**src/hw/ftvw_map.vh**
```
// register map, field positions, reset values and timing figures of the fan and voltage watchdog
`ifndef FTVW_MAP_VH
`define FTVW_MAP_VH

// ************************************************************
// register offsets
// ************************************************************
`define FTVW_ADDR_CONFIG   8'h00
`define FTVW_ADDR_STAT1    8'h01
`define FTVW_ADDR_STAT2    8'h02
`define FTVW_ADDR_MASK1    8'h03
`define FTVW_ADDR_MASK2    8'h04
`define FTVW_ADDR_IDDIV    8'h05
`define FTVW_RAM_BASE      8'h20
`define FTVW_HIGH_BASE     8'h30
`define FTVW_RAM_END       8'h5F
`define FTVW_RES_OFS       6'h00
`define FTVW_HIGH_OFS      6'h10
`define FTVW_LOW_OFS       6'h20

// ************************************************************
// configuration and divisor fields
// ************************************************************
`define FTVW_CFG_START     0
`define FTVW_CFG_INT_EN    1
`define FTVW_CFG_INT_CLR   3
`define FTVW_CFG_INIT      7
`define FTVW_CFG_RST       8'h08
`define FTVW_MASK_RST      9'h000
`define FTVW_STAT_RST      9'h000
`define FTVW_DIV1_LSB      4
`define FTVW_DIV2_LSB      6
`define FTVW_DIV_RST       2'h1
`define FTVW_TACH_INPUT_FIRST_FLAG     7
`define FTVW_TACH_INPUT_SECOND_FLAG     8

// ************************************************************
// conversion slots and codes
// ************************************************************
`define FTVW_SLOT_TEMP     4'h0
`define FTVW_SLOT_TACH_INPUT_FIRST     4'h8
`define FTVW_SLOT_TACH_INPUT_SECOND     4'h9
`define FTVW_NUM_SLOTS     10
`define FTVW_CODE_NOMINAL  8'hC0
`define FTVW_CODE_FULL     8'hFF

// ************************************************************
// timing
// ************************************************************
`define FTVW_CLK_HZ        40000000
`define FTVW_OSC_HZ        22500
`define FTVW_SEQ_MS        400
`define FTVW_MS_PER_S      1000

`endif

```
**src/hw/ftvw_ram.v**
```verilog
// value memory: conversion results and high and low watchdog limits
`timescale 1ns/1ps
module ftvw_ram
(
  input  wire       i_clock,
  input  wire       i_sys_rst,
  input  wire       i_we,
  input  wire [5:0] i_waddr,
  input  wire [7:0] i_wdata,
  input  wire [5:0] i_ra_addr,
  input  wire       i_ra_ext_sel,
  input  wire [7:0] i_ra_ext_data,
  output reg  [7:0] o_ra_data,
  input  wire [5:0] i_rb_addr,
  output reg  [7:0] o_rb_data
);

  reg [7:0] mem [0:63];

  // write port, contents are not reset
  always @(posedge i_clock)
  begin
    if (i_we)
      mem[i_waddr] <= i_wdata;
  end

  // registered read ports, port a may take outside data instead
  always @(posedge i_clock or posedge i_sys_rst)
  begin
    if (i_sys_rst)
    begin
      o_ra_data <= 8'h00;
      o_rb_data <= 8'h00;
    end
    else
    begin
      o_ra_data <= i_ra_ext_sel ? i_ra_ext_data : mem[i_ra_addr];
      o_rb_data <= mem[i_rb_addr];
    end
  end

endmodule // ftvw_ram

```
**src/hw/ftvw_tach.v**
```verilog
// fan period counter: oscillator ticks over one tach period, scaled by the divisor
`timescale 1ns/1ps
`include "ftvw_map.vh"
module ftvw_tach
(
  input  wire       i_clock,
  input  wire       i_sys_rst,
  input  wire       i_osc_tick,
  input  wire       i_tach,
  input  wire [1:0] i_div_sel,
  output reg  [7:0] o_count
);

  reg        tach_d;
  reg        armed;
  reg  [1:0] pre;
  reg  [7:0] cnt;
  wire       rise      = i_tach & ~tach_d;
  // slower divisors thin the ticks, divide by 1 counts each tick twice
  wire [1:0] skip      = (i_div_sel == 2'h3) ? 2'h3 : (i_div_sel == 2'h2) ? 2'h1 : 2'h0;
  wire       tick_en   = i_osc_tick && ((pre & skip) == 2'h0);
  wire [8:0] step      = (i_div_sel == 2'h0) ? 9'h002 : 9'h001;  // [RQ7] [RQ8]
  wire [8:0] sum       = {1'b0, cnt} + step;
  wire [7:0] next_cnt  = sum[8] ? `FTVW_CODE_FULL : sum[7:0];  // saturates at 255 [RQ6] [RQ12]
  wire [7:0] first_cnt = tick_en ? step[7:0] : 8'h00;  // tick on the edge belongs to the new period

  // count scaled ticks between two rising edges
  always @(posedge i_clock or posedge i_sys_rst)
  begin
    if (i_sys_rst)
    begin
      tach_d  <= 1'b0;
      armed   <= 1'b0;
      pre     <= 2'h0;
      cnt     <= 8'h00;
      o_count <= 8'h00;
    end
    else
    begin
      tach_d <= i_tach;
      if (i_osc_tick)
        pre <= pre + 2'h1;
      if (rise && !armed)
      begin
        armed <= 1'b1;  // first edge opens the gate
        cnt   <= first_cnt;
      end
      else if (rise)
      begin
        o_count <= cnt;  // one tach period [RQ5] [RQ8]
        cnt     <= first_cnt;
      end
      else if (tick_en)
        cnt <= next_cnt;
    end
  end

endmodule // ftvw_tach

```
**src/hw/ftvw_top.v**
```verilog
// fan tachometer and supply voltage watchdog: registers, sequencer, comparators and alert
// Behaviour
// (RQ1) each supply input is converted to an unsigned 8-bit code kept as its result.
// (RQ2) code 192 is three-quarter scale (nominal rail) and 255 is full scale.
// (RQ3) a code above the high limit or at or below the low limit sets that input's status flag.
// (RQ4) a set flag asserts the alert only while its mask bit is zero.
// (RQ5) each fan counts 22.5 kHz oscillator pulses over one tach period.
// (RQ6) the fan counter is 8 bits wide, largest value 255.
// (RQ7) each fan has a divisor of 1, 2, 4 or 8 in the ident and divisor register, 2 after reset.
// (RQ8) the fan count equals 1.35e6 over rpm times divisor for two-pulse fans.
// (RQ9) the two fan divisors are programmed independently.
// (RQ10) software should treat 70 percent speed, count 219 at divisor 2, as a fan failure.
// (RQ11) software should double the divisor for one-pulse fans.
// (RQ12) a too-long tach period saturates the counter instead of wrapping.
// (RQ13) once started, the block cycles temperature, seven voltages and two fans about every 400 ms.
// (RQ14) the alert pin is driven only while configuration bit 1 is high.
// (RQ15) configuration bit 3 releases the alert and halts monitoring, keeping status flags.
`timescale 1ns/1ps
`include "ftvw_map.vh"
module ftvw_top
#(
  parameter SLOT_CYCLES = (`FTVW_SEQ_MS * (`FTVW_CLK_HZ / `FTVW_MS_PER_S)) / `FTVW_NUM_SLOTS,
  parameter [3:0] IDENT = 4'h5  // arbitrary identification value
)
(
  input  wire       i_clock,
  input  wire       i_sys_rst,
  input  wire [7:0] i_addr,
  input  wire [7:0] i_wr_data,
  input  wire       i_wr_stb,
  input  wire       i_rd_stb,
  output wire [7:0] o_rd_data,
  input  wire       i_tach_input_first,
  input  wire       i_tach_input_second,
  input  wire [7:0] i_adc_code,
  input  wire       i_adc_done,
  output reg        o_adc_start,
  output reg  [3:0] o_adc_channel,
  output reg        o_irq,
  output reg        o_alert_n,
  output reg        o_alert_oe
);

  // ************************************************************
  // constants
  // ************************************************************
  localparam [31:0] SLOT_LAST = SLOT_CYCLES - 1;
  localparam [31:0] OSC_DIV   = `FTVW_CLK_HZ / `FTVW_OSC_HZ;
  localparam [31:0] OSC_LAST  = OSC_DIV - 1;
  localparam [5:0] S_IDLE  = 6'h01;
  localparam [5:0] S_WAIT  = 6'h02;
  localparam [5:0] S_CONV  = 6'h04;
  localparam [5:0] S_RDHI  = 6'h08;
  localparam [5:0] S_RDLO  = 6'h10;
  localparam [5:0] S_STORE = 6'h20;

  // ************************************************************
  // control registers
  // ************************************************************
  reg  [7:0]  cfg;
  reg  [8:0]  stat;
  reg  [8:0]  mask;
  reg  [1:0]  div1;
  reg  [1:0]  div2;
  reg  [8:0]  flag_set;
  reg  [8:0]  next_stat;
  wire        run;
  wire        wr_cfg;
  wire        do_init;
  wire [8:0]  stat_clr;
  wire [8:0]  pending;

  // monitoring only while started and not held by clear
  assign run     = cfg[`FTVW_CFG_START] & ~cfg[`FTVW_CFG_INT_CLR];  // [RQ15]
  assign wr_cfg  = i_wr_stb && i_addr == `FTVW_ADDR_CONFIG;
  assign do_init = wr_cfg && i_wr_data[`FTVW_CFG_INIT];
  assign pending = stat & ~mask;  // [RQ4]

  // reads of a status register clear its bits
  assign stat_clr[7:0] = (i_rd_stb && i_addr == `FTVW_ADDR_STAT1) ? 8'hFF : 8'h00;
  assign stat_clr[8]   = i_rd_stb && i_addr == `FTVW_ADDR_STAT2;

  // new events win over a clear in the same cycle
  always @*
  begin
    next_stat = (stat & ~stat_clr) | flag_set;
  end

  // configuration, masks and divisors with self-clearing initialise bit
  always @(posedge i_clock or posedge i_sys_rst)
  begin
    if (i_sys_rst)
    begin
      cfg  <= `FTVW_CFG_RST;
      stat <= `FTVW_STAT_RST;
      mask <= `FTVW_MASK_RST;
      div1 <= `FTVW_DIV_RST;  // divide by 2 [RQ7]
      div2 <= `FTVW_DIV_RST;
    end
    else if (do_init)
    begin
      cfg  <= `FTVW_CFG_RST;
      stat <= `FTVW_STAT_RST;
      mask <= `FTVW_MASK_RST;
      div1 <= `FTVW_DIV_RST;
      div2 <= `FTVW_DIV_RST;
    end
    else
    begin
      stat <= next_stat;  // flags survive a halt [RQ15]
      if (wr_cfg)
      begin
        cfg <= i_wr_data;
        cfg[`FTVW_CFG_INIT] <= 1'b0;
      end
      if (i_wr_stb && i_addr == `FTVW_ADDR_MASK1)
        mask[7:0] <= i_wr_data;
      if (i_wr_stb && i_addr == `FTVW_ADDR_MASK2)
        mask[8] <= i_wr_data[0];
      if (i_wr_stb && i_addr == `FTVW_ADDR_IDDIV)
      begin
        div1 <= i_wr_data[`FTVW_DIV1_LSB +: 2];  // independent fields [RQ9]
        div2 <= i_wr_data[`FTVW_DIV2_LSB +: 2];
      end
    end
  end

  // ************************************************************
  // register read path
  // ************************************************************
  reg  [7:0] ctrl_rd;
  wire       in_ram;
  wire [7:0] ram_ofs;
  wire       ram_wr_bus;

  assign in_ram     = i_addr >= `FTVW_RAM_BASE && i_addr <= `FTVW_RAM_END;
  assign ram_ofs    = i_addr - `FTVW_RAM_BASE;
  assign ram_wr_bus = i_wr_stb && i_addr >= `FTVW_HIGH_BASE && i_addr <= `FTVW_RAM_END;

  // control register mux, unmapped addresses read zero
  always @*
  begin
    ctrl_rd = 8'h00;
    if (i_rd_stb)
    begin
      case (i_addr)
        `FTVW_ADDR_CONFIG: ctrl_rd = cfg;
        `FTVW_ADDR_STAT1:  ctrl_rd = stat[7:0];
        `FTVW_ADDR_STAT2:  ctrl_rd = {7'h00, stat[8]};
        `FTVW_ADDR_MASK1:  ctrl_rd = mask[7:0];
        `FTVW_ADDR_MASK2:  ctrl_rd = {7'h00, mask[8]};
        `FTVW_ADDR_IDDIV:  ctrl_rd = {div2, div1, IDENT};
        default:           ctrl_rd = 8'h00;
      endcase
    end
  end

  // ************************************************************
  // fan oscillator and period counters
  // ************************************************************
  reg  [10:0] osc_cnt;
  reg         osc_tick;
  wire [7:0]  tach_input_first_count;
  wire [7:0]  tach_input_second_count;

  // 22.5 kHz enable pulse from the system clock
  always @(posedge i_clock or posedge i_sys_rst)
  begin
    if (i_sys_rst)
    begin
      osc_cnt  <= 11'h000;
      osc_tick <= 1'b0;
    end
    else if (osc_cnt == OSC_LAST[10:0])
    begin
      osc_cnt  <= 11'h000;
      osc_tick <= 1'b1;  // [RQ5]
    end
    else
    begin
      osc_cnt  <= osc_cnt + 11'h001;
      osc_tick <= 1'b0;
    end
  end

  ftvw_tach u_tach_input_first
  (
    .i_clock    (i_clock),
    .i_sys_rst  (i_sys_rst),
    .i_osc_tick (osc_tick),
    .i_tach     (i_tach_input_first),
    .i_div_sel  (div1),
    .o_count    (tach_input_first_count)
  );

  ftvw_tach u_tach_input_second
  (
    .i_clock    (i_clock),
    .i_sys_rst  (i_sys_rst),
    .i_osc_tick (osc_tick),
    .i_tach     (i_tach_input_second),
    .i_div_sel  (div2),
    .o_count    (tach_input_second_count)
  );

  // ************************************************************
  // round-robin sequencer
  // ************************************************************
  reg  [5:0]  state;
  reg  [3:0]  slot;
  reg  [20:0] timer;
  reg  [7:0]  code;
  reg  [7:0]  hi_lim;
  wire [7:0]  rb_data;
  wire [5:0]  rb_addr;
  wire        is_fan;
  wire        viol;

  assign is_fan  = slot == `FTVW_SLOT_TACH_INPUT_FIRST || slot == `FTVW_SLOT_TACH_INPUT_SECOND;
  // low limit stays selected through a stalled store
  assign rb_addr = (state == S_RDLO || state == S_STORE) ? (`FTVW_LOW_OFS + {2'b00, slot})
                                                         : (`FTVW_HIGH_OFS + {2'b00, slot});
  // window compare, fans only have a high limit
  assign viol    = (code > hi_lim) || (!is_fan && code <= rb_data);  // [RQ3]

  // step through the slots, one per period
  always @(posedge i_clock or posedge i_sys_rst)
  begin
    if (i_sys_rst)
    begin
      state         <= S_IDLE;
      slot          <= `FTVW_SLOT_TEMP;
      timer         <= 21'h000000;
      code          <= 8'h00;
      hi_lim        <= 8'h00;
      flag_set      <= 9'h000;
      o_adc_start   <= 1'b0;
      o_adc_channel <= `FTVW_SLOT_TEMP;
    end
    else
    begin
      o_adc_start <= 1'b0;
      flag_set    <= 9'h000;
      if (!run || do_init)
      begin
        state <= S_IDLE;  // halt, flags untouched [RQ15]
        timer <= 21'h000000;
      end
      else
      begin
        case (state)
          S_IDLE:
            state <= S_WAIT;
          S_WAIT:
            if (timer == SLOT_LAST[20:0])
            begin
              timer <= 21'h000000;
              if (is_fan)
              begin
                code  <= (slot == `FTVW_SLOT_TACH_INPUT_FIRST) ? tach_input_first_count : tach_input_second_count;
                state <= S_RDHI;
              end
              else
              begin
                o_adc_start   <= 1'b1;
                o_adc_channel <= slot;
                state         <= S_CONV;
              end
            end
            else
              timer <= timer + 21'h000001;
          S_CONV:
            if (i_adc_done)
            begin
              code  <= i_adc_code;  // 8-bit result, 0xC0 nominal [RQ1] [RQ2]
              state <= (slot == `FTVW_SLOT_TEMP) ? S_STORE : S_RDHI;
            end
          S_RDHI:
            state <= S_RDLO;
          S_RDLO:
          begin
            hi_lim <= rb_data;
            state  <= S_STORE;
          end
          S_STORE:
            if (!i_wr_stb)
            begin
              if (slot != `FTVW_SLOT_TEMP && viol)
                flag_set[slot - 4'h1] <= 1'b1;  // [RQ3]
              slot  <= (slot == `FTVW_SLOT_TACH_INPUT_SECOND) ? `FTVW_SLOT_TEMP : slot + 4'h1;  // [RQ13]
              state <= S_WAIT;
            end
          default:
            state <= S_IDLE;
        endcase
      end
    end
  end

  // ************************************************************
  // value memory
  // ************************************************************
  wire       seq_we  = run && state == S_STORE && !i_wr_stb;
  wire       ram_we  = ram_wr_bus || seq_we;
  wire [5:0] ram_wa  = ram_wr_bus ? ram_ofs[5:0] : (`FTVW_RES_OFS + {2'b00, slot});
  wire [7:0] ram_wd  = ram_wr_bus ? i_wr_data : code;

  ftvw_ram u_ram
  (
    .i_clock       (i_clock),
    .i_sys_rst     (i_sys_rst),
    .i_we          (ram_we),
    .i_waddr       (ram_wa),
    .i_wdata       (ram_wd),
    .i_ra_addr     (ram_ofs[5:0]),
    .i_ra_ext_sel  (!(i_rd_stb && in_ram)),
    .i_ra_ext_data (ctrl_rd),
    .o_ra_data     (o_rd_data),
    .i_rb_addr     (rb_addr),
    .o_rb_data     (rb_data)
  );

  // ************************************************************
  // interrupt and alert outputs
  // ************************************************************
  always @(posedge i_clock or posedge i_sys_rst)
  begin
    if (i_sys_rst)
    begin
      o_irq      <= 1'b0;
      o_alert_n  <= 1'b1;
      o_alert_oe <= 1'b0;
    end
    else
    begin
      o_irq      <= |pending;  // [RQ4]
      // pin pulled low only while enabled and not cleared
      o_alert_oe <= cfg[`FTVW_CFG_INT_EN] & ~cfg[`FTVW_CFG_INT_CLR] & (|pending);  // [RQ14] [RQ15]
      o_alert_n  <= ~(cfg[`FTVW_CFG_INT_EN] & ~cfg[`FTVW_CFG_INT_CLR] & (|pending));
    end
  end

endmodule // ftvw_top

```
**config.mk**
```make
export PLATFORM = sky130hd
export DESIGN_NAME = ftvw_top
export DESIGN_NICKNAME = d
export VERILOG_FILES = /design/src/hw/ftvw_ram.v /design/src/hw/ftvw_tach.v /design/src/hw/ftvw_top.v
export VERILOG_INCLUDE_DIRS = /design/src /design/src/hw
export SDC_FILE = /design/constraint.sdc
export NUM_CORES = 1
export LEC_CHECK = 0
export BUFFER_PORTS_ARGS = -buffer_cell sky130_fd_sc_hd__buf_2
export CORE_ASPECT_RATIO = 1.1
export CORE_MARGIN = 3
export CORE_UTILIZATION = 60
export CTS_CLUSTER_DIAMETER = 30
export CTS_CLUSTER_SIZE = 8
export DETAILED_ROUTE_END_ITERATION = 8
export GPL_TIMING_DRIVEN = 0
export PLACE_DENSITY = 0.8
export SLEW_MARGIN = 20
export SYNTH_ARGS = -nofsm -noshare
export SYNTH_HDL_FRONTEND = slang
export SYNTH_SLANG_ARGS = --single-unit
```
**constraint.sdc**
```tcl
create_clock -name i_clock -period 6.15 [get_ports i_clock]
set_input_delay 1.23 -clock i_clock [delete_from_list [all_inputs] [get_ports i_clock]]
set_output_delay 1.23 -clock i_clock [all_outputs]
set_load 0.005 [all_outputs]
```
Word-level counts from Yosys, hierarchy flattened
Memories as Yosys holds them, arrays and structs flattened. A register that Yosys moved wholly into a read port is not among the register bits.
Index checks and enable logic that the tools add are counted.
{"block": "op_classes", "n_addsub": 11, "magnitude_cmp": 7, "n_eq_ne": 25, "mux": 63, "n_bitwise": 21, "n_reduce_logical": 53}
{"op": "8-bit 2-to-1 mux", "count": 21}
{"op": "21-bit 2-to-1 mux", "count": 3}
{"op": "9-bit 2-to-1 mux", "count": 6}
{"op": "8-bit case mux with 6 select lines", "count": 1}
{"op": "6-bit 2-to-1 mux", "count": 7}
{"op": "6-bit case mux with 6 select lines", "count": 1}
{"op": "21-bit by 1-bit adder with 21-bit output, second input constant", "count": 1}
{"op": "21-bit == test, second input constant", "count": 1}
{"op": "1-bit logical AND", "count": 20}
{"op": "8-bit by 9-bit adder with 9-bit output", "count": 2}
{"op": "9-bit AND", "count": 2}
{"op": "9-bit inverter", "count": 2}
{"op": "8-bit by 2-bit == test with 1-bit output, second input constant", "count": 2}
{"op": "8-bit by 3-bit == test with 1-bit output, second input constant", "count": 2}
{"op": "8-bit by 6-bit >= comparator with 1-bit output, second input constant", "count": 2}
{"op": "2-bit 2-to-1 mux", "count": 8}
{"op": "8-bit case mux with 2 select lines", "count": 1}
{"op": "2-bit nonzero test", "count": 6}
{"op": "11-bit by 1-bit adder with 11-bit output, second input constant", "count": 1}
{"op": "11-bit == test, second input constant", "count": 1}
{"op": "1-bit 2-to-1 mux", "count": 11}
{"op": "11-bit 2-to-1 mux", "count": 1}
{"op": "3-bit != test, second input constant", "count": 3}
{"op": "1-bit inverter", "count": 9}
{"op": "other kinds (38)", "count": 66}
{"block": "totals", "ff_bits": 154, "ramBits": 512, "inputBits": 31, "elab_cells": 211, "mem_count": 1}
{"memory": "u_ram.mem", "words": 64, "width": 8, "rd": 2, "rd_clocked_by_memory_dff": 1, "write_ports": 1, "line": "ftvw_ram.v:18", "rtl": "reg [7:0] mem [0:63];"}

Longest topological paths before layout
{"block": "logic_depth", "word_depth": 10, "mapped_depth": 10, "ltp_nobuf": 10}

Hierarchy
From an unflattened synthesis, not the netlist that was laid out.
{"block": "unflattened", "cells_unflattened": 2060, "hier_area_um2": 32519.9}
{"module": "ftvw_ram", "instances": 1, "cells_per_inst": 1250, "area_each_um2": 24587.3, "seq_area_each_um2": 15775.1}
{"module": "ftvw_top", "instances": 1, "cells_per_inst": 642, "area_each_um2": 6005.8, "seq_area_each_um2": 2633.8}
{"module": "ftvw_tach", "instances": 2, "cells_per_inst": 84, "area_each_um2": 963.4, "seq_area_each_um2": 500.5}

Least setup slack after synthesis
OpenSTA, ideal clock, no wires.
{"block": "synth_path", "path_kind": "input to register", "start": "in i_addr[5]", "end": "mem u_ram.mem[0][0] (data pin)", "arrival_time_ps": 4733, "path_slack_ps": 715, "cell_stages": 6, "path_buffers": 3, "path_cell_list": "clkbuf_1 -> mux2i_1 -> and3b_1 -> clkbuf_1 -> clkbuf_1 -> o21ai_0"}
{"block": "synth_between", "elab_chain_cells": 4, "elab_cells_between_ends": 5, "cone_classes": "2 x order compare; 1 x mux; 2 x reduce/logical"}
{"item": "start, declared", "line": "ftvw_top.v:28", "rtl": "input wire [7:0] i_addr,"}
{"item": "8-bit by 6-bit >= comparator with 1-bit output (no line)"}
{"item": "1-bit logical AND (no line)"}
{"item": "1-bit logical AND (no line) *"}
{"item": "8-bit 2-to-1 mux *", "line": "ftvw_top.v:306", "rtl": "wire [7:0] ram_wd = ram_wr_bus ? i_wr_data : code;"}
{"item": "named net ram_wd[0]", "line": "ftvw_top.v:306"}
{"item": "end, declared", "line": "ftvw_ram.v:18"}
Mark *: on every way through the listed nets, which the timed path passes. The rest lies on a longest branch.

Worst setup path in the final report
{"block": "layout_path", "start": "in i_addr[3]", "end": "mem u_ram.mem[10][0] (enable)"}
{"block": "layout_between", "elab_chain_cells": 6, "elab_cells_between_ends": 9, "cone_classes": "1 x add/sub; 2 x order compare; 3 x mux; 3 x reduce/logical"}
{"item": "8-bit by 6-bit >= comparator with 1-bit output (no line)"}
{"item": "1-bit logical AND (no line) (2 in series)"}
{"item": "1-bit logical OR", "line": "ftvw_top.v:304", "rtl": "wire ram_we = ram_wr_bus || seq_we;"}
{"item": "1-bit 2-to-1 mux", "line": "ftvw_ram.v:23", "rtl": "if (i_we)"}
{"item": "1-bit 2-to-1 mux (implied by the code)", "line": "ftvw_ram.v:24", "rtl": "mem[i_waddr] <= i_wdata;"}
Parallel ways exist; a longest one is shown, timed or not.

==> results.toml <==
[synthesis]
yosysTopAreaCell = "edfxtp_1"
netlist_instances = 1830
ys_seq_area_share_pct = 65.14
synth_top_family_by_area = "multiplexers"
synth_area_leaders = "edfxtp_1 (52%), mux4_2 (15%), dfrtp_1 (13%)"
yosys.area.top_type_share_pct = 51.60
syn_area_per_cell_um2 = 16.28
synth_compound_area_share_pct = 5.018
synthSimpleGateAreaFrac_pct = 7.209
synthFlopType = "edfxtp_1"
synth_edf_count = 512
syn_nets = 1886
ys_async_sr_fraction_pct = 23.92
synth_cell_types = 74
synth-seq-cells = 673
yosys_warnings = 0
synth.cell_area_um2 = 29800
synth_mux_area_share_pct = 18.89
synth_xor_area_share_pct = 0.6760
synthAdderAreaFrac_pct = 1.100

[final_layout]
layout.nets = 2058
fill_cells = 2884
syn_to_final_growth_pct = 18.16
layout-drive-gt1-share_pct = 25.34
final_area_um2 = 35210

[clock_tree]
cts_root_buf = "clkbuf_16"
htree_num_levels = 3
post_cts_resized = 0
cts_tree = "yes"
cts-hold-fix-buffers = 0
clk-insertion-delay-late_ps = 690
cts.sinks = 673
cts_setup_buffers = 0
cts_inserted_buffers = 121
clk_pin_slew_ps = 50
clockBufferDepth = 3

[worst_setup_path]
rr_worst_depth = 8
setup.worst_path.start_class = "primary input"
rr_startpoint = "slot[0]"
crit_type = "in -> reg"
cp-end-kind = "register"
crit_fanout = 10
crit_top_cell = "buf_2"
worst_ep_required_time_ps = 6450
slowest_stage = "clkbuf_1"
worstPathArrival_ps = 4980
rrSetupSlack_ps = 2320
cp_cell_sequence = "buf_2 -> buf_2 -> buf_2 -> buf_2 -> clkbuf_1 -> mux2i_1 -> nand2b_1 -> clkbuf_1 -> nor2_1"
cpPeakStageDelay_ps = 940
timing.rr.end = "u_ram.mem[63][4]"

[placed_design]
place_area_um2 = 31030
dpl.hpwl_mm = 55.18
portBuffers = 41
gp_congestion = 1.016

[timing]
relSlewSlack_pct = 15.30
fmax_ghz = 0.2137
drv_slew = 0
period_minus_slack_ps = 4679
finalHoldViolCount = 0
fin_skew_ps = 29.21
period_share_pct = 76.08
tightest_slew_ps = 1270
setup_viol = 0
holdWs_ps = 462.1
rsz0062_at_grt = "no"

[routing]
vias = 19610
vias_per_cell = 7.107
postRouteAntennaNets = 0
drc = 0
drt_wl_total_mm = 89.21
dr.pass1.iters = 9
wire_per_inst_um = 32.33
drtIter0Drc = 3211

[grt]
grt_pass1_wl_mm = 131.0
grt_usage_pct = 34.78
grt_max_degree = 94
grt_pass1_vias = 19660
grt-ovfl-total = 0
antenna_found_initial = 6

[floorplanning]
die_h_um = 239.7
die-area_um2 = 52380
start_util_pct = 60.78
io_pins = 47
core_area_um2 = 49030
die_w_um = 218.5
fp-row-count = 85

[pwr]
p_switching_mw = 2.650
pwr-share-seq_pct = 40.8
swShare_pct = 21.76
p_comb_share_pct = 4.3
leakagePower_nw = 12.48
cellPowerDensity_nw_per_um2 = 345.9
internal-power_mw = 9.529
vdd_drop_max_mv = 0.2972
clock_power_share_pct = 55.0

[hold_path]
min_to = "stat[0]"
whs_path_depth = 2
min-delay-start = "flag_set[0]"
hp-class = "reg -> reg"

[outcome]
outcome = "complete, no violations"

[job]
maxCapViolations = 0
power groups by stage:
stage               clock network, mW  registers (mW)  logic (mW)
global route                     6.94            4.96       0.536
floorplan                           0            5.04       0.284
finish                           6.69            4.97       0.520
global placement                    0            5.05       0.458
detailed placement                  0            5.05       0.491
CTS                              6.70            4.97       0.501
critical path: cells and delay by family:
family,cells,cell delay [ps]
buffers and inverters,6,2500
AND/OR/NAND/NOR,2,1010
multiplexers,1,220
worst max path at each step:
| stage | slack (ps) | end | from |
|---|---|---|---|
| global placement | -3110 | u_ram.mem[54][0] | i_addr[5] |
| CTS | 1710 | u_ram.mem[10][0] | i_addr[3] |
| floorplan | 580 | cfg[0] | i_sys_rst |
| detailed placement | 1080 | u_ram.mem[14][3] | i_addr[3] |
| finish | 1470 | u_ram.mem[10][0] | i_addr[3] |
| global route | 1380 | u_ram.mem[8][4] | i_addr[3] |
layer usage:
metal / GRT usage, % / vias to the layer above / share of wire (%)
met2: 52.83 / 1721 / 46
met3: 11.94 / 427 / 13
li1: - / 7674 / -
met4: 21.19 / 6 / 7.6
met1: 43.57 / 9780 / 34
met5: 0.2778 / - / 0.090
registers in the layout (all words and copies together) (netlist names), 4 cells and up:
| register | cells |
|---|---|
| u_ram.o_rb_data | 8 |
| cfg | 7 |
| o_adc_channel | 4 |
| u_tach_input_second.o_count | 8 |
| code | 8 |
| timer | 21 |
| u_tach_input_first.o_count | 8 |
| stat | 9 |
| slot | 4 |
| hi_lim | 8 |
| state | 6 |
| flag_set | 9 |
| u_tach_input_second.cnt | 8 |
| u_tach_input_first.cnt | 8 |
| u_ram.o_ra_data | 8 |
| u_ram.mem | 512 |
| mask | 9 |
| osc_cnt | 11 |
cell usage in the layout, fill, tap and decap left out, drive strengths merged, types with 15 or more instances in the layout:
cell      n
edfxtp  512
clkbuf  220
mux4    195
dfrtp   156
nor2    155
buf      89
nand2    88
mux2i    65
o21ai    57
a22oi    53
mux2     52
inv      51
a21oi    49
nand3    40
clkinv   31
nor3     27
ha       23
nor2b    19
nand4    19
xnor2    15
final cells by class:
class / instances / area, um2 / share of cell area [%]
flip-flops and latches: 673 / 19410 / 55.12
multi-input cells: 1020 / 9888 / 28.08
clock buffers: 171 / 3442 / 9.775
well taps: 652 / 815.8 / 2.317
clock inverters: 53 / 706.9 / 2.008
plain buffers: 89 / 412.9 / 1.173
repair buffers: 49 / 337.8 / 0.9594
inverters: 48 / 187.7 / 0.5330
diodes: 4 / 10.01 / 0.02843
logic make-up after synthesis:
family | after synthesis
adder cells (fa/ha/maj) | 25
XOR/XNOR | 23
multiplexers | 312
flip-flops | 673
AND/OR/NAND/NOR | 433
AO/OA/AOI/OAI | 227
buffers and inverters | 137
synthesized netlist by cell type (23+ instances only):
cell / number
mux2_2: 38
inv_1: 46
clkbuf_1: 48
nor2_1: 153
a21oi_1: 49
nand2_1: 87
mux2i_1: 65
a22oi_1: 53
dfrtp_1: 156
nor3_1: 26
ha_1: 23
o21ai_0: 35
nand3_1: 40
edfxtp_1: 512
mux4_2: 195
metrics by stage:
stage | setup WS, ps | std cells | util (%) | power [mW] | setup TNS, ps
2_1_floorplan | 580.0 | 1830 | - | 5.326 | 0
5_1_grt | 1384 | 2757 | 71.81 | 12.43 | 0
3_3_place_gp | -3106 | 2523 | 62.86 | 5.510 | -393220
4_1_cts | 1714 | 2755 | 71.76 | 12.16 | 0
3_5_place_dp | 1082 | 2531 | 63.30 | 5.537 | 0
6_report | 1471 | 2759 | 71.82 | 12.18 | 0
Note: power is estimated with default switching activity, not from simulation.
